===== config.mk =====
export PLATFORM = sky130hd
export DESIGN_NAME = brpc_top
export DESIGN_NICKNAME = d
export VERILOG_FILES = /design/src/brpc_pkg.sv /design/src/brpc_sync.sv /design/src/brpc_count.sv /design/src/brpc_top.sv
export SDC_FILE = /design/constraint.sdc
export NUM_CORES = 1
export LEC_CHECK = 0
export ABC_AREA = 1
export BUFFER_PORTS_ARGS = -buffer_cell sky130_fd_sc_hd__buf_2
export CELL_PAD_IN_SITES_DETAIL_PLACEMENT = 0
export CELL_PAD_IN_SITES_GLOBAL_PLACEMENT = 1
export CORE_MARGIN = 2
export CORE_UTILIZATION = 29
export DETAILED_ROUTE_END_ITERATION = 10
export GPL_TIMING_DRIVEN = 0
export PLACE_DENSITY = 0.79
export SYNTH_ARGS = -nofsm -noshare
export SYNTH_HDL_FRONTEND = slang
export SYNTH_SLANG_ARGS = --single-unit

===== constraint.sdc =====
create_clock -name clk_i -period 1.7 [get_ports clk_i]
set_input_delay 0.17 -clock clk_i [delete_from_list [all_inputs] [get_ports clk_i]]
set_output_delay 0.17 -clock clk_i [all_outputs]
set_load 0.01 [all_outputs]

===== src/brpc_pkg.sv =====
// Package with constants and types for the bridge reset and power control
// Contract
// - Downstream clocks follow upstream clock, same frequency
// - D0-D3cold supported; D1 gives B1, D2/D3hot B2
// - D0 to D3hot with enable stops clocks low
// - D0 to D2 with enable stops clocks low
// - In D1 accept only type 0 config
// - D3hot to D0 restarts clocks, internal reset only
// - D3cold leaves only through power-up reset
// - Wake events are never forwarded
// - Upstream reset floats upstream, drives downstream low
// - Upstream reset resets every defaulted register
// - Upstream reset and downstream reset act clocklessly; here only the pins do, registers and flush use clk_i
// - Ignore accesses through reset plus 16 clocks
// - Downstream reset follows upstream reset
// - Downstream reset bit holds reset until cleared
// - Downstream reset floats control, drives data low
// - Downstream reset flushes posted and delayed buffers
// - Bit-caused downstream reset keeps config accessible
// - Chip reset bit resets all, sets downstream bit
// - Chip reset self-clears within 20 clocks after clear
// - No access response during chip reset
package brpc_pkg;
   localparam int unsigned brpc_clk_mhz = 100;
   localparam int unsigned brpc_post_reset_clks = 16;
   localparam int unsigned brpc_chip_clear_clks = 20;
   localparam int unsigned brpc_nclk = 5;
   localparam logic [7:0] brpc_reg_pmcsr = 8'h00;
   localparam logic [7:0] brpc_reg_bridge = 8'h04;
   localparam logic [7:0] brpc_reg_chip = 8'h08;
   localparam logic [7:0] brpc_reg_status = 8'h0c;
   localparam int unsigned brpc_pm_lsb = 0;
   localparam int unsigned brpc_bus_rst_bit = 0;
   localparam int unsigned brpc_chip_rst_bit = 0;
   localparam logic [1:0] brpc_pm_reset = 2'h0;

   typedef enum logic [1:0] {
      brpc_d0 = 2'h0,
      brpc_d1 = 2'h1,
      brpc_d2 = 2'h2,
      brpc_d3hot = 2'h3
   } brpc_pstate_type;

   typedef enum logic [1:0] {
      brpc_b0 = 2'h0,
      brpc_b1 = 2'h1,
      brpc_b2 = 2'h3
   } brpc_bstate_type;

   typedef enum logic [1:0] {
      brpc_run = 2'h0,
      brpc_chip_hold = 2'h1,
      brpc_chip_drain = 2'h3
   } brpc_chip_type;

   typedef struct packed {
      logic [7:0] addr;
      logic [31:0] wdata;
      logic wr;
      logic rd;
      logic type0_cfg;
   } brpc_req_type;

   typedef struct packed {
      logic upstream_oe;
      logic down_ctrl_oe;
      logic down_data_oe;
      logic down_bus_rst_n;
   } brpc_pins_type;
endpackage : brpc_pkg


===== src/brpc_sync.sv =====
// Two-stage reset release synchroniser
`timescale 1ns/1ps
module brpc_sync (
   input wire logic clk_i,
   input wire logic async_rst_b_i,
   output logic sync_rst_b_o
);
   logic stage;
   // Assert at once, release only on a clock edge
   always_ff @(posedge clk_i or negedge async_rst_b_i) begin
      if (!async_rst_b_i) begin
         stage <= 1'b0;
         sync_rst_b_o <= 1'b0;
      end else begin
         stage <= 1'b1;
         sync_rst_b_o <= stage;
      end
   end
endmodule : brpc_sync


===== src/brpc_count.sv =====
// Saturating down counter that reports when it has expired
`timescale 1ns/1ps
module brpc_count #(
   parameter int unsigned LOAD = 16
) (
   input wire logic clk_i,
   input wire logic load_i,
   output logic done_o
);
   localparam int unsigned W = $clog2(LOAD + 1);
   logic [W-1:0] cnt;
   // Elaboration-time refusal of a load the counter cannot serve
   if (LOAD < 1) begin : g_bad_load
      $error("brpc_count: LOAD must be at least 1");
   end
   always_ff @(posedge clk_i) begin
      if (load_i) begin
         cnt <= W'(LOAD);
      end else if (cnt != '0) begin
         cnt <= cnt - W'(1);
      end
   end
   assign done_o = (cnt == '0) && !load_i;
endmodule : brpc_count


===== src/brpc_top.sv =====
// Reset sequencing, power states and clock gating of the bridge
//
// Our own choices: the plain strobed port and the register offsets.
`timescale 1ns/1ps
module brpc_top (
   input wire logic clk_i,
   input wire logic rst_b_i,
   input wire logic upstream_rst_b_i,
   input wire logic clock_stop_enable_input_i,
   input wire logic clock_stop_enable_input_alt_i,
   input wire brpc_pkg::brpc_req_type req_i,
   output logic [31:0] rdata_o,
   output logic access_ok_o,
   output logic [brpc_pkg::brpc_nclk-1:0] downstream_clock_outputs_o,
   output brpc_pkg::brpc_pins_type pins_o,
   output logic buffer_flush_o,
   output logic internal_reset_o,
   output brpc_pkg::brpc_bstate_type bus_state_o
);
   import brpc_pkg::*;

   logic up_rst_b_sync;
   logic up_rst_b_q;
   logic post_done;
   logic chip_done;
   logic chip_load;
   logic cold_b;
   brpc_pstate_type pstate;
   brpc_pstate_type next_pstate;
   brpc_chip_type chip;
   logic bus_rst_bit;
   logic chip_rst_bit;
   logic clk_stop;
   logic pm_reset_pulse;
   logic soft_reset;
   logic req_seen;
   logic bus_rst_bit_wr_clear;
   logic accept;
   logic [31:0] next_rdata;

   // Power-up reset gives D3cold exit; upstream reset takes the same path back to D0
   assign cold_b = rst_b_i && upstream_rst_b_i;

   brpc_sync u_sync (
      .clk_i(clk_i),
      .async_rst_b_i(cold_b),
      .sync_rst_b_o(up_rst_b_sync)
   );

   brpc_count #(.LOAD(brpc_post_reset_clks)) u_post (
      .clk_i(clk_i),
      .load_i(!up_rst_b_sync),
      .done_o(post_done)
   );

   assign chip_load = (chip == brpc_chip_hold);
   // Two clocks of the budget go to the step into run and the first
   // accepting edge, so the drain count is two short of the limit
   brpc_count #(.LOAD(brpc_chip_clear_clks - 2)) u_chip (
      .clk_i(clk_i),
      .load_i(chip_load),
      .done_o(chip_done)
   );

   always_ff @(posedge clk_i) begin
      up_rst_b_q <= up_rst_b_sync;
   end

   // Internal reset on D3hot to D0 and while chip reset runs
   assign soft_reset = pm_reset_pulse || (chip != brpc_run);

   // Access acceptance; D1 limits to type 0 configuration
   always_comb begin
      accept = up_rst_b_q && post_done && (chip == brpc_run);
      if (pstate == brpc_d1 && !req_i.type0_cfg) begin
         accept = 1'b0;
      end
   end
   assign req_seen = accept && (req_i.wr || req_i.rd);

   // Power state register
   always_comb begin
      next_pstate = pstate;
      if (req_seen && req_i.wr && req_i.addr == brpc_reg_pmcsr) begin
         next_pstate = brpc_pstate_type'(req_i.wdata[brpc_pm_lsb +: 2]);
      end
   end

   always_ff @(posedge clk_i) begin
      if (!up_rst_b_sync || soft_reset) begin
         pstate <= brpc_d0;
      end else begin
         pstate <= next_pstate;
      end
   end

   // One-cycle internal reset on leaving D3hot for D0
   always_ff @(posedge clk_i) begin
      if (!up_rst_b_sync) begin
         pm_reset_pulse <= 1'b0;
      end else begin
         pm_reset_pulse <= (pstate == brpc_d3hot) &&
            (next_pstate == brpc_d0) && !soft_reset;
      end
   end

   // Clock stop chosen on entry from D0 to D3hot or D2
   always_ff @(posedge clk_i) begin
      if (!up_rst_b_sync || soft_reset) begin
         clk_stop <= 1'b0;
      end else if (pstate == brpc_d0 && next_pstate == brpc_d3hot) begin
         clk_stop <= clock_stop_enable_input_i;
      end else if (pstate == brpc_d0 && next_pstate == brpc_d2) begin
         clk_stop <= clock_stop_enable_input_alt_i;
      end else if (next_pstate == brpc_d0 || next_pstate == brpc_d1) begin
         clk_stop <= 1'b0;
      end
   end

   // Downstream reset bit; chip reset sets it, a write, upstream reset or the D3hot to D0 internal reset clears it
   always_ff @(posedge clk_i) begin
      if (!up_rst_b_sync || pm_reset_pulse) begin
         bus_rst_bit <= 1'b0;
      end else if (chip == brpc_chip_hold) begin
         // Set by chip reset; the clearing write must still win here
         bus_rst_bit <= !bus_rst_bit_wr_clear;
      end else if (req_seen && req_i.wr && req_i.addr == brpc_reg_bridge) begin
         bus_rst_bit <= req_i.wdata[brpc_bus_rst_bit];
      end
   end

   // Chip reset: hold while downstream bit set, then drain and clear
   always_ff @(posedge clk_i) begin
      if (!up_rst_b_sync) begin
         chip <= brpc_run;
         chip_rst_bit <= 1'b0;
      end else begin
         unique case (chip)
            brpc_run: begin
               if (req_seen && req_i.wr && req_i.addr == brpc_reg_chip &&
                   req_i.wdata[brpc_chip_rst_bit]) begin
                  chip_rst_bit <= 1'b1;
                  chip <= brpc_chip_hold;
               end
            end
            brpc_chip_hold: begin
               if (bus_rst_bit_wr_clear) begin
                  chip <= brpc_chip_drain;
               end
            end
            brpc_chip_drain: begin
               if (chip_done) begin
                  chip_rst_bit <= 1'b0;
                  chip <= brpc_run;
               end
            end
            default: chip <= brpc_run;
         endcase
      end
   end

   // The clearing write is the only access allowed during chip hold
   assign bus_rst_bit_wr_clear = up_rst_b_q && req_i.wr &&
      req_i.addr == brpc_reg_bridge && !req_i.wdata[brpc_bus_rst_bit];

   // Read data one cycle after the read strobe; unmapped reads give zero
   always_comb begin
      next_rdata = 32'h0000_0000;
      unique case (req_i.addr)
         brpc_reg_pmcsr: next_rdata[1:0] = pstate;
         brpc_reg_bridge: next_rdata[0] = bus_rst_bit;
         brpc_reg_chip: next_rdata[0] = chip_rst_bit;
         brpc_reg_status: next_rdata[3:0] = {clk_stop, bus_state_o, post_done};
         default: next_rdata = 32'h0000_0000;
      endcase
   end

   always_ff @(posedge clk_i) begin
      if (!up_rst_b_sync) begin
         rdata_o <= 32'h0000_0000;
      end else if (req_seen && req_i.rd) begin
         rdata_o <= next_rdata;
      end else begin
         rdata_o <= 32'h0000_0000;
      end
   end

   // Bit-caused downstream reset leaves configuration reachable
   always_ff @(posedge clk_i) begin
      if (!up_rst_b_sync) begin
         access_ok_o <= 1'b0;
      end else begin
         access_ok_o <= accept;
      end
   end

   // Gated downstream clocks: a stopped clock is held low. The enable
   // is a registered level, so the gate is a plain AND on clk_i.
   logic clk_gate;
   always_ff @(negedge clk_i) begin
      clk_gate <= !clk_stop;
   end
   assign downstream_clock_outputs_o = {brpc_nclk{clk_i & clk_gate}};

   // Downstream power state follows device state
   always_ff @(posedge clk_i) begin
      if (!up_rst_b_sync) begin
         bus_state_o <= brpc_b0;
      end else if (pstate == brpc_d1) begin
         bus_state_o <= brpc_b1;
      end else if (pstate == brpc_d2 || pstate == brpc_d3hot) begin
         bus_state_o <= brpc_b2;
      end else begin
         bus_state_o <= brpc_b0;
      end
   end

   // Pin control. Upstream reset acts through the asynchronous arm of
   // the synchroniser, so floating starts without waiting for an edge.
   always_comb begin
      pins_o.upstream_oe = up_rst_b_sync && (chip == brpc_run);
      pins_o.down_bus_rst_n = up_rst_b_sync && !bus_rst_bit &&
         !chip_rst_bit;
      pins_o.down_ctrl_oe = pins_o.down_bus_rst_n;
      pins_o.down_data_oe = 1'b1;
   end

   // Flush of posted and delayed buffers
   always_ff @(posedge clk_i) begin
      buffer_flush_o <= !up_rst_b_sync || bus_rst_bit || soft_reset;
   end

   always_ff @(posedge clk_i) begin
      internal_reset_o <= !up_rst_b_sync || soft_reset;
   end

   // Wake events from below are routed around this block, never in it
endmodule : brpc_top


==> results of run 1 <==
## per-layer routing
layer / vias up / part of all wire
li1: 751 / -
met1: 588 / 0.46
met2: 53 / 0.43
met3: 6 / 0.094
met4: 0 / 0.016
met5: - / 0
## stage by stage
step	cell area [µm²]	utilization	TNS (ps)
after CTS	2180	0.4188	-2387
after detailed placement	1948	0.3743	0
after floorplan	1690	-	0
after global placement	1948	0.3743	0
after global routing	2286	0.4392	-2351
final	2286	0.4392	-2094
## sequential cells by signal, indices dropped and copies added, names as in the netlist
| register | count |
|---|---|
| access_ok_o | 1 |
| buffer_flush_o | 1 |
| bus_rst_bit | 1 |
| bus_state_o | 2 |
| chip | 2 |
| chip_rst_bit | 1 |
| clk_gate | 1 |
| clk_stop | 1 |
| internal_reset_o | 1 |
| pm_reset_pulse | 1 |
| pstate | 2 |
| rdata_o | 4 |
| u_chip.cnt | 5 |
| u_post.cnt | 5 |
| u_sync.stage | 1 |
| u_sync.sync_rst_b_o | 1 |
| up_rst_b_q | 1 |
## layout by cell type, fill, tap and decap left out, types with 2 or more instances in the layout
cell type,netlist,layout
dfxtp_1,29,27
nor3_2,1,2
dlygate4sd3_1,0,2
nor2_4,2,3
a21oi_1,5,5
ha_1,3,2
clkbuf_8,0,9
inv_2,2,7
buf_4,34,37
dfxtp_2,0,2
buf_6,0,6
nand4_1,7,7
nand3_2,3,2
nand3_1,10,10
inv_1,28,25
o21ai_0,5,4
buf_8,0,2
o21ai_1,1,2
nor3_1,4,3
nor2_1,26,24
nand2_2,2,2
inv_4,0,3
conb_1,2,30
buf_2,0,29
nand2_1,29,28
xnor2_1,3,3
## cell families (layout without fill, tap and decap cells)
kind of cell,count (synthesis),after routing,share of synthesized area
AND/OR/NAND/NOR,87,87,0.2660
flip-flops,31,31,0.3978
AO/OA/AOI/OAI,15,15,0.05367
buffers and inverters,64,122,0.2320
adder cells (fa/ha/maj),3,3,0.02368
XOR/XNOR,4,4,0.02210
other,2,30,0.004737
## worst min-delay path, stage by stage
cell     delay (ps)
buf_2            80
nand3_1          70
nand3_1          60
nand2_1          40
inv_1            40
## power breakdown
group,switching [W],total [W],internal [W]
registers,0.0000942,0.000940,0.000846
clock network,0.000609,0.00159,0.000977
logic,0.000299,0.000595,0.000296
total,0.00100,0.00312,0.00212
## what timing repair did
action / in CTS / in global routing
resized for setup: 14 / 18
setup endpoints to repair: 8 / 17
hold buffers: 2 / 0
buffers inserted: 0 / 8
pin swaps: 1 / 7
hold endpoints to repair: 2 / 0
## area by class of cell
type,instances,area [µm²]
clock buffers,17,235.2
inverters,28,105.1
clock inverters,8,38.79
flip-flops and latches,31,634.4
plain buffers,30,225.2
well taps,70,87.58
multi-input cells,139,730.7
fillers,551,2919
repair buffers,39,229.0
## final timing paths
check	to	slack, ps	from	depth (start not counted)
setup / recovery	downstream_clock_outputs_o[4]	-420	clk_gate	4
hold / removal	clk_stop	100	clock_stop_enable_input_alt_i	5
setup reg to reg	rdata_o[1]	130	u_post.cnt[0]	9
hold reg to reg	u_sync.sync_rst_b_o	350	u_sync.stage	0
max in group asynchronous	u_sync.sync_rst_b_o	850	upstream_rst_b_i	5
min in group asynchronous	u_sync.stage	200	rst_b_i	4
==> qor.yml, run 1 <==
status:
  status: "finished, violations left"
  violations: "setup timing"
timing:
  rsz0062_at_grt: "yes"
  report.final.setup_viol: 6
  drv_slew: 0
  clock-skew-final_ps: 69.10
  hold_ws_ps: 99.60
  timing.final.ws_setup_ps: -423.9
  hold_violations: 0
synthesis:
  synth-seq-cells: 31
  synth_area_per_cell_um2: 7.695
  synth-main-ff-cell: "dfxtp_1"
  synth_common_cells: "buf_4, dfxtp_1, nand2_1"
  yosysTopAreaCellShare: 0.3662
  async_flop_share: 0.06452
  synth_most_common_cell: "buf_4"
  yosysSeqAreaShare: 0.3978
  yosys_warnings: 0
  synth.distinct_cells: 28
  synth_area_um2: 1585
  ys_top_cells_by_area: "dfxtp_1, buf_4, nand2_1, inv_1, nor2_1"
  yosysTopAreaCell: "dfxtp_1"
  netlist_instances: 206
  synth_edf_count: 0
place:
  portBuffers: 34
  dp_worst_setup_slack_ps: 22.20
  dp_cells: 338
  hpwl_um: 2336
  gp_congestion: 0.7699
floorplanning:
  fp.dieArea_um2: 6074
  start_util: 0.3046
  fp.dieH_um: 77.94
  core_um2: 5205
  ios: 94
  die_w_um: 77.94
  num_rows: 26
detailed_routing:
  viasPerCell: 3.862
  wl_um: 3173
  ant_nets: 0
  drcViolationCount: 0
  drt_iter0_markers: 51
  drt-pass1-iter-count: 4
  wl_per_cell_um: 8.765
  vias: 1398
final_layout:
  drive_above_1_share: 0.3870
  area_growth_pct: 44.20
  antennaDiodeCount: 0
  nets: 341
  final_cells: 362
grt:
  grt_usage: 0.1146
  grt_pass1_wl_um: 5237
  grt_pass1_vias: 1348
  use_met2: 0.1603
  grt_busiest_layer: "met2"
  met3_usage: 0.06395
  met1_usage: 0.1256
  grt-ovfl-total: 0
  antenna_found_initial: 0
  grt_start_max_net_pins: 11
clocking:
  cts.clk_slew.worst_paths_ps: 60
  cts_tree: "built"
  insertion_delay_ps: 460
power_and_ir_drop:
  p_leak_nw: 1.213
  vdd_drop_max_mv: 0.9072
  power.total_w: 0.003120
  powerDensity_nw_per_um2: 1365
setup_path:
  slowest_stage: "dfxtp_2"
  slowest_delay_ps: 330
  critPathBufInv: 3
  cp.required_ps: 1530
  cp-start-kind: "flip-flop"
  critPathKind: "reg -> out"
  cp-end-kind: "primary output"
  path_max_fanout: 3
  crit_family: "flip-flops"
  crit_arrival_ps: 1950
  cp_cell_sequence: "nand2_4, buf_8, inv_2, buf_6"
min_path:
  hp-class: "in -> reg"
job:
  maxCapViolCount: 0
Note: power is estimated with default switching activity, not from simulation.
==> run 2: changes to the inputs <==
--- a/config.mk
+++ b/config.mk
@@ -8,4 +8,5 @@
 export ABC_AREA = 1
 export BUFFER_PORTS_ARGS = -buffer_cell sky130_fd_sc_hd__buf_2
+export CAP_MARGIN = 20
 export CELL_PAD_IN_SITES_DETAIL_PLACEMENT = 0
 export CELL_PAD_IN_SITES_GLOBAL_PLACEMENT = 1
==> constraint.sdc (replaced) <==
create_clock -name clk_i -period 1.7 [get_ports clk_i]
set_input_delay 0.34 -clock clk_i [delete_from_list [all_inputs] [get_ports clk_i]]
set_output_delay 0.34 -clock clk_i [all_outputs]
set_load 0.01 [all_outputs]
==> run 2 against run 1 <==
  * The flow still finishes with violations (setup timing)
  * Via count rose by 0.72%
  * Final cell count did not move
  * Combinational power rose by 8.2%
  * Critical path depth did not move
  * Core utilization rose by 0.17 points
  * Global-route usage rose by 0.089 points
  * Clock power fell by 3%
==> qor.yml, run 2 (synthesis gave the netlist of run 1 again) <==
power_and_ir_drop:
  powerDensity_nw_per_um2: 1362  # -0.19%
  p_leak_nw: 1.201  # -0.98%
  vdd_drop_max_mv: 0.7079  # -22%
floorplanning:
  fp.dieH_um: 77.94  # unchanged
  ios: 94  # unchanged
  die_w_um: 77.94  # unchanged
  start_util: 0.3046  # unchanged
  core_um2: 5205  # unchanged
  fp.dieArea_um2: 6074  # unchanged
  num_rows: 26  # unchanged
timing:
  timing.final.ws_setup_ps: -595.7  # -171.7 ps
  clock-skew-final_ps: 68.39  # -0.7153 ps
  rsz0062_at_grt: "yes"
  hold_violations: 0  # unchanged
  hold_ws_ps: 270.9  # +171.3 ps
  report.final.setup_viol: 6  # unchanged
  drv_slew: 0  # unchanged
clocking:
  cts_tree: "built"
  cts.clk_slew.worst_paths_ps: 70  # about the same
  insertion_delay_ps: 450  # about the same
final_layout:
  nets: 341  # unchanged
  fill_cells: 554  # +0.54%
  antennaDiodeCount: 0  # unchanged
  area_growth_pct: 44.75
  final_common_cell: "buf_4"
  final_cell_mix: "buf_4, conb_1, buf_2, nand2_1, dfxtp_1"
  reg_top3: "u_chip.cnt x5, u_post.cnt x5, rdata_o x4"
  drive_above_1_share: 0.4007  # +0.01370
  final_cells: 362  # unchanged
grt:
  grt_start_max_net_pins: 11  # unchanged
  grt_pass1_vias: 1320  # -2.1%
  grt_usage: 0.1155  # +0.0008926
  antenna_found_initial: 0  # unchanged
  grt_pass1_wl_um: 5292  # +1.1%
  grt-ovfl-total: 0  # unchanged
detailed_routing:
  drt_iter0_markers: 38  # -25%
  wl_per_cell_um: 9.022  # +2.9%
  met1_length_um: 1421  # -2.6%
  drt-pass1-iter-count: 4  # unchanged
  viasPerCell: 3.890  # +0.72%
  route.met3.wl_um: 301  # +1.3%
  wl_um: 3266  # +2.9%
  ant_nets: 0  # unchanged
  vias: 1408  # +0.72%
  drcViolationCount: 0  # unchanged
  met2WireLength_um: 1461  # +7.2%
  maxUsedRoutingLayer: "met4"
min_path:
  hp-class: "in -> reg"
place:
  dp_cells: 338  # unchanged
  hpwl_um: 2398  # +2.7%
  gp_congestion: 0.7897  # +2.6%
  portBuffers: 34  # unchanged
status:
  violations: "setup timing"
  status: "finished, violations left"
setup_path:
  cp.required_ps: 1360  # -170 ps
  cp-end-kind: "primary output"
  cp-start-kind: "flip-flop"
  critPathKind: "reg -> out"
  path_max_fanout: 3  # unchanged
  crit_arrival_ps: 1960  # about the same
job:
  maxCapViolCount: 0  # unchanged
==> run 2: path summary, 6_finish.rpt <==
check | slack [ps] | end | depth (start not counted) | startpoint
max in group asynchronous | 690 | u_sync.sync_rst_b_o | 5 | upstream_rst_b_i
worst max register to register | 120 | clk_stop | 12 | u_post.cnt[1]
worst min-delay path | 270 | clk_stop | 5 | clock_stop_enable_input_alt_i
worst max-delay path | -600 | downstream_clock_outputs_o[4] | 4 | clk_gate
worst min register to register | 360 | u_sync.sync_rst_b_o | 0 | u_sync.stage
min in group asynchronous | 350 | u_sync.stage | 4 | rst_b_i
==> run 2: per-stage QoR <==
stage | total power (W) | setup WS (ps) | setup TNS (ps) | util | cell area (µm²)
4_1_cts | 0.003012 | -632.9 | -3150 | 0.4207 | 2190
3_5_place_dp | 0.001840 | -105.7 | -435.4 | 0.3743 | 1948
2_1_floorplan | 0.001630 | -40.70 | -162.8 | - | 1690
5_1_grt | 0.003334 | -633.6 | -3180 | 0.4409 | 2295
6_report | 0.003126 | -595.7 | -2968 | 0.4409 | 2295
3_3_place_gp | 0.001812 | -104.3 | -428.3 | 0.3743 | 1948
==> run 2: final cells by class <==
type | count | area [µm²] | share of cell area
inverters | 28 | 108.9 | 0.04744
well taps | 70 | 87.58 | 0.03817
flip-flops and latches | 31 | 635.6 | 0.2770
multi-input cells | 139 | 749.5 | 0.3266
plain buffers | 30 | 225.2 | 0.09815
repair buffers | 39 | 225.2 | 0.09815
clock buffers | 17 | 229.0 | 0.09978
clock inverters | 8 | 33.78 | 0.01472
==> run 2: per-layer routing <==
metal | vias to the layer above | track usage
met3 | 13 | 0.07093
met2 | 54 | 0.1672
met4 | 0 | 0.07018
met5 | - | 0
li1 | 753 | -
met1 | 588 | 0.1275
==> run 2: power by group <==
part           internal (W)  switching (W)  total, W
logic              0.000319       0.000325  0.000644
registers          0.000848      0.0000922  0.000940
clock network      0.000947       0.000595   0.00154
==> run 2: what timing repair did <==
action	CTS	global route
hold buffers	2	0
pin swaps	2	9
gates resized for setup	11	17
setup endpoints to repair	10	17
buffers inserted	2	7
endpoints found under the hold margin	2	0
==> run 2: worst max-delay path, cell delays in order (launching register included) <==
cell and delay (ps):
dfxtp_2 330, nand2_4 60, buf_8 120, inv_4 40, buf_6 90
==> run 3: changes to the inputs <==
ABC_AREA = 0   (was 1)
CORE_UTILIZATION = 30   (was 29)
PLACE_DENSITY = 0.78   (was 0.79)
==> run 3 against run 2 <==
  * The flow still finishes with violations (setup timing)
  * Via count down 0.36%
  * Sequential share of layout area shrank 0.87 points
  * Count of clock-buffer cells in the layout increased by 1
  * Clock power increased by 4%
  * Hold slack worse by 130 ps
  * Total power up 2.5%
  * Synthesized area grew 3.4%
  * First-iteration DRC count is 84% higher
  * Synthesized cell count shrank 9.7%
  * Worst setup slack worse by 140 ps
  * Critical path type unchanged
  * Largest cell class unchanged
  * Highest routed layer unchanged
==> qor.yml, run 3 <==
detailed_routing:
  drcViolationCount: 0  # unchanged
  wl_per_cell_um: 10.65  # +18%
  viasPerCell: 4.151  # +6.7%
  ant_nets: 0  # unchanged
  drt-pass1-iter-count: 4  # unchanged
  drt_iter0_markers: 70  # +84%
  wl_um: 3601  # +10%
  vias: 1403  # -0.36%
timing:
  drv_slew: 0  # unchanged
  rsz0062_at_grt: "yes"
  report.final.setup_viol: 6  # unchanged
  timing.final.ws_setup_ps: -736.4  # -140.7 ps
  clock-skew-final_ps: 67.72  # -0.6698 ps
  hold_violations: 0  # unchanged
clocking:
  cts_tree: "built"
  cts.clk_slew.worst_paths_ps: 70  # about the same
  insertion_delay_ps: 460  # about the same
final_layout:
  drive_above_1_share: 0.4067  # +0.006031
  antennaDiodeCount: 0  # unchanged
  final_cell_mix: "buf_4, conb_1, buf_2, dfxtp_1, nand2_1"
  nets: 317  # -7.0%
  final_cells: 338  # -6.6%
  reg_top3: "u_chip.cnt x5, u_post.cnt x5, rdata_o x4"
  area_growth_pct: 43.66
  final_common_cell: "buf_4"
synthesis:
  yosysTopAreaCell: "dfxtp_1"
  synth_most_common_cell: "buf_4"
  yosys.area_share.simple: 0.3023  # +0.03631
  yosys_warnings: 0  # unchanged
  synth_mux_area_frac: 0.006870  # +0.006870
  ys_top_cells_by_area: "dfxtp_1, buf_4, nand2_1, nor2_1, dfrtp_1"
  synth_area_per_cell_um2: 8.812  # +15%
  yosysSeqAreaShare: 0.3847  # -0.01306
  synth-seq-cells: 31  # unchanged
  synth_compound_area_frac: 0.07634  # +0.02267
  synth.distinct_cells: 46  # +64%
  synth-main-ff-cell: "dfxtp_1"
  netlist_instances: 186  # -9.7%
  synth_top_family_by_area: "simple AND/OR/NAND/NOR gates"
  synth_edf_count: 0  # unchanged
  async_flop_share: 0.06452  # unchanged
  synth-adder-area-share: 0.02290  # -0.0007772
  synth_xor_area_frac: 0.02137  # -0.0007254
  yosysTopAreaCellShare: 0.3542  # -0.01202
  synth_area_um2: 1639  # +3.4%
  synth_common_cells: "buf_4, dfxtp_1, nand2_1"
floorplanning:
  fp.dieArea_um2: 6071  # about the same
  core_um2: 5205  # unchanged
  die_w_um: 77.92  # about the same
  fp.dieH_um: 77.92  # about the same
  num_rows: 26  # unchanged
  start_util: 0.3149  # +0.01034
  ios: 94  # unchanged
place:
  portBuffers: 33  # -2.9%
  dp_worst_setup_slack_ps: -143.0  # -37.36 ps
  dp_cells: 317  # -6.2%
  gp_congestion: 0.7660  # -3.0%
  hpwl_um: 2467  # +2.9%
grt:
  antenna_found_initial: 0  # unchanged
  grt_start_max_net_pins: 10  # -1
  grt_pass1_vias: 1361  # +3.1%
  grt-ovfl-total: 0  # unchanged
  grt_usage: 0.1264  # +0.01089
  grt_pass1_wl_um: 5789  # +9.4%
power_and_ir_drop:
  power_switching_w: 0.0009883  # -2.4%
  internal_power_w: 0.002216  # +4.8%
  seq_power_share: 0.298  # -0.003
  p_leak_nw: 1.097  # -8.7%
  combPwrFrac: 0.201  # -0.005
  switching_share: 0.3085  # -0.01557
  power_frac_clock: 0.500  # +0.007
  powerDensity_nw_per_um2: 1361  # -0.13%
  vdd_drop_max_mv: 0.9212  # +30%
setup_path:
  crit_arrival_ps: 2100  # +140 ps
  cp.required_ps: 1360  # about the same
  r2r_cells: 6  # -6
  path_max_fanout: 3  # unchanged
  cp-end-kind: "primary output"
  critPathKind: "reg -> out"
  cp-start-kind: "flip-flop"
job:
  maxCapViolCount: 0  # unchanged
min_path:
  hp-class: "in -> reg"
  hold-path-cell-count: 2  # -3
status:
  status: "finished, violations left"
  violations: "setup timing"
## run 3: power by group through the flow
stage | registers [W] | logic, W | clock network (W)
after floorplan | 0.000939 | 0.000469 | 0.000272
after global placement | 0.000956 | 0.000561 | 0.000366
after detailed placement | 0.000960 | 0.000569 | 0.000366
after CTS | 0.000945 | 0.000600 | 0.00170
after global routing | 0.000971 | 0.000720 | 0.00172
final | 0.000956 | 0.000645 | 0.00160
## run 3: final timing paths
kind	from	endpoint	slack (ps)
setup / recovery	clk_gate	downstream_clock_outputs_o[2]	-740
hold / removal	req_i[4]	pm_reset_pulse	140
setup reg to reg	u_post.cnt[0]	clk_stop	120
hold reg to reg	u_sync.stage	u_sync.sync_rst_b_o	350
max in group asynchronous	upstream_rst_b_i	u_sync.sync_rst_b_o	700
min in group asynchronous	rst_b_i	u_sync.stage	360
## run 3: cell families (layout without fill, tap and decap cells)
group                      after synthesis  after routing
adders and majority gates                3              3
other                                    2             30
DFF                                     31             31
and+or+nand+nor                         82             82
muxes                                    1              1
xor gates and xnor gates                 4              4
buffers and inverters                   45             99
AOI/OAI and AO/OA                       18             18
## run 3: metrics by stage
| stage | utilization | TNS (ps) | hold WS [ps] | cell area, µm² | total power [W] |
|---|---|---|---|---|---|
| floorplan | - | -204.6 | 146.3 | 1747 | 0.001681 |
| global placement | 0.3841 | -878.0 | 234.4 | 1999 | 0.001883 |
| detailed placement | 0.3841 | -915.1 | 235.8 | 1999 | 0.001896 |
| CTS | 0.4438 | -3591 | 143.3 | 2310 | 0.003249 |
| global route | 0.4524 | -3787 | 136.5 | 2355 | 0.003413 |
| finish | 0.4524 | -3597 | 140.4 | 2355 | 0.003204 |
## run 3: critical path: stages, from the launching register on
cell and delay [ps]:
dfxtp_2 300, and2_4 160, buf_8 120, buf_6 100, buf_6 110
## run 3: cell type report
type | count | area, µm²
repair buffers | 36 | 209.0
inverters | 7 | 26.28
multi-input cells | 138 | 887.1
fillers | 534 | 2850
plain buffers | 36 | 284.0
clock inverters | 2 | 7.507
flip-flops and latches | 31 | 631.9
well taps | 70 | 87.58
clock buffers | 18 | 221.5
## run 3: layer usage
| layer | share of wire | global-route usage | vias to the layer above |
|---|---|---|---|
| li1 | - | - | 733 |
| met5 | 0 | 0 | - |
| met2 | 0.43 | 0.1741 | 62 |
| met4 | 0.019 | 0.1070 | 0 |
| met3 | 0.092 | 0.06395 | 10 |
| met1 | 0.46 | 0.1430 | 598 |
## run 3: repair_timing
| item | CTS | global route |
|---|---|---|
| pin swaps | 0 | 3 |
| hold endpoints to repair | 2 | 0 |
| buffers inserted | 4 | 2 |
| endpoints found under the setup margin | 14 | 17 |
| hold buffers | 2 | 0 |
| resized for setup | 9 | 21 |
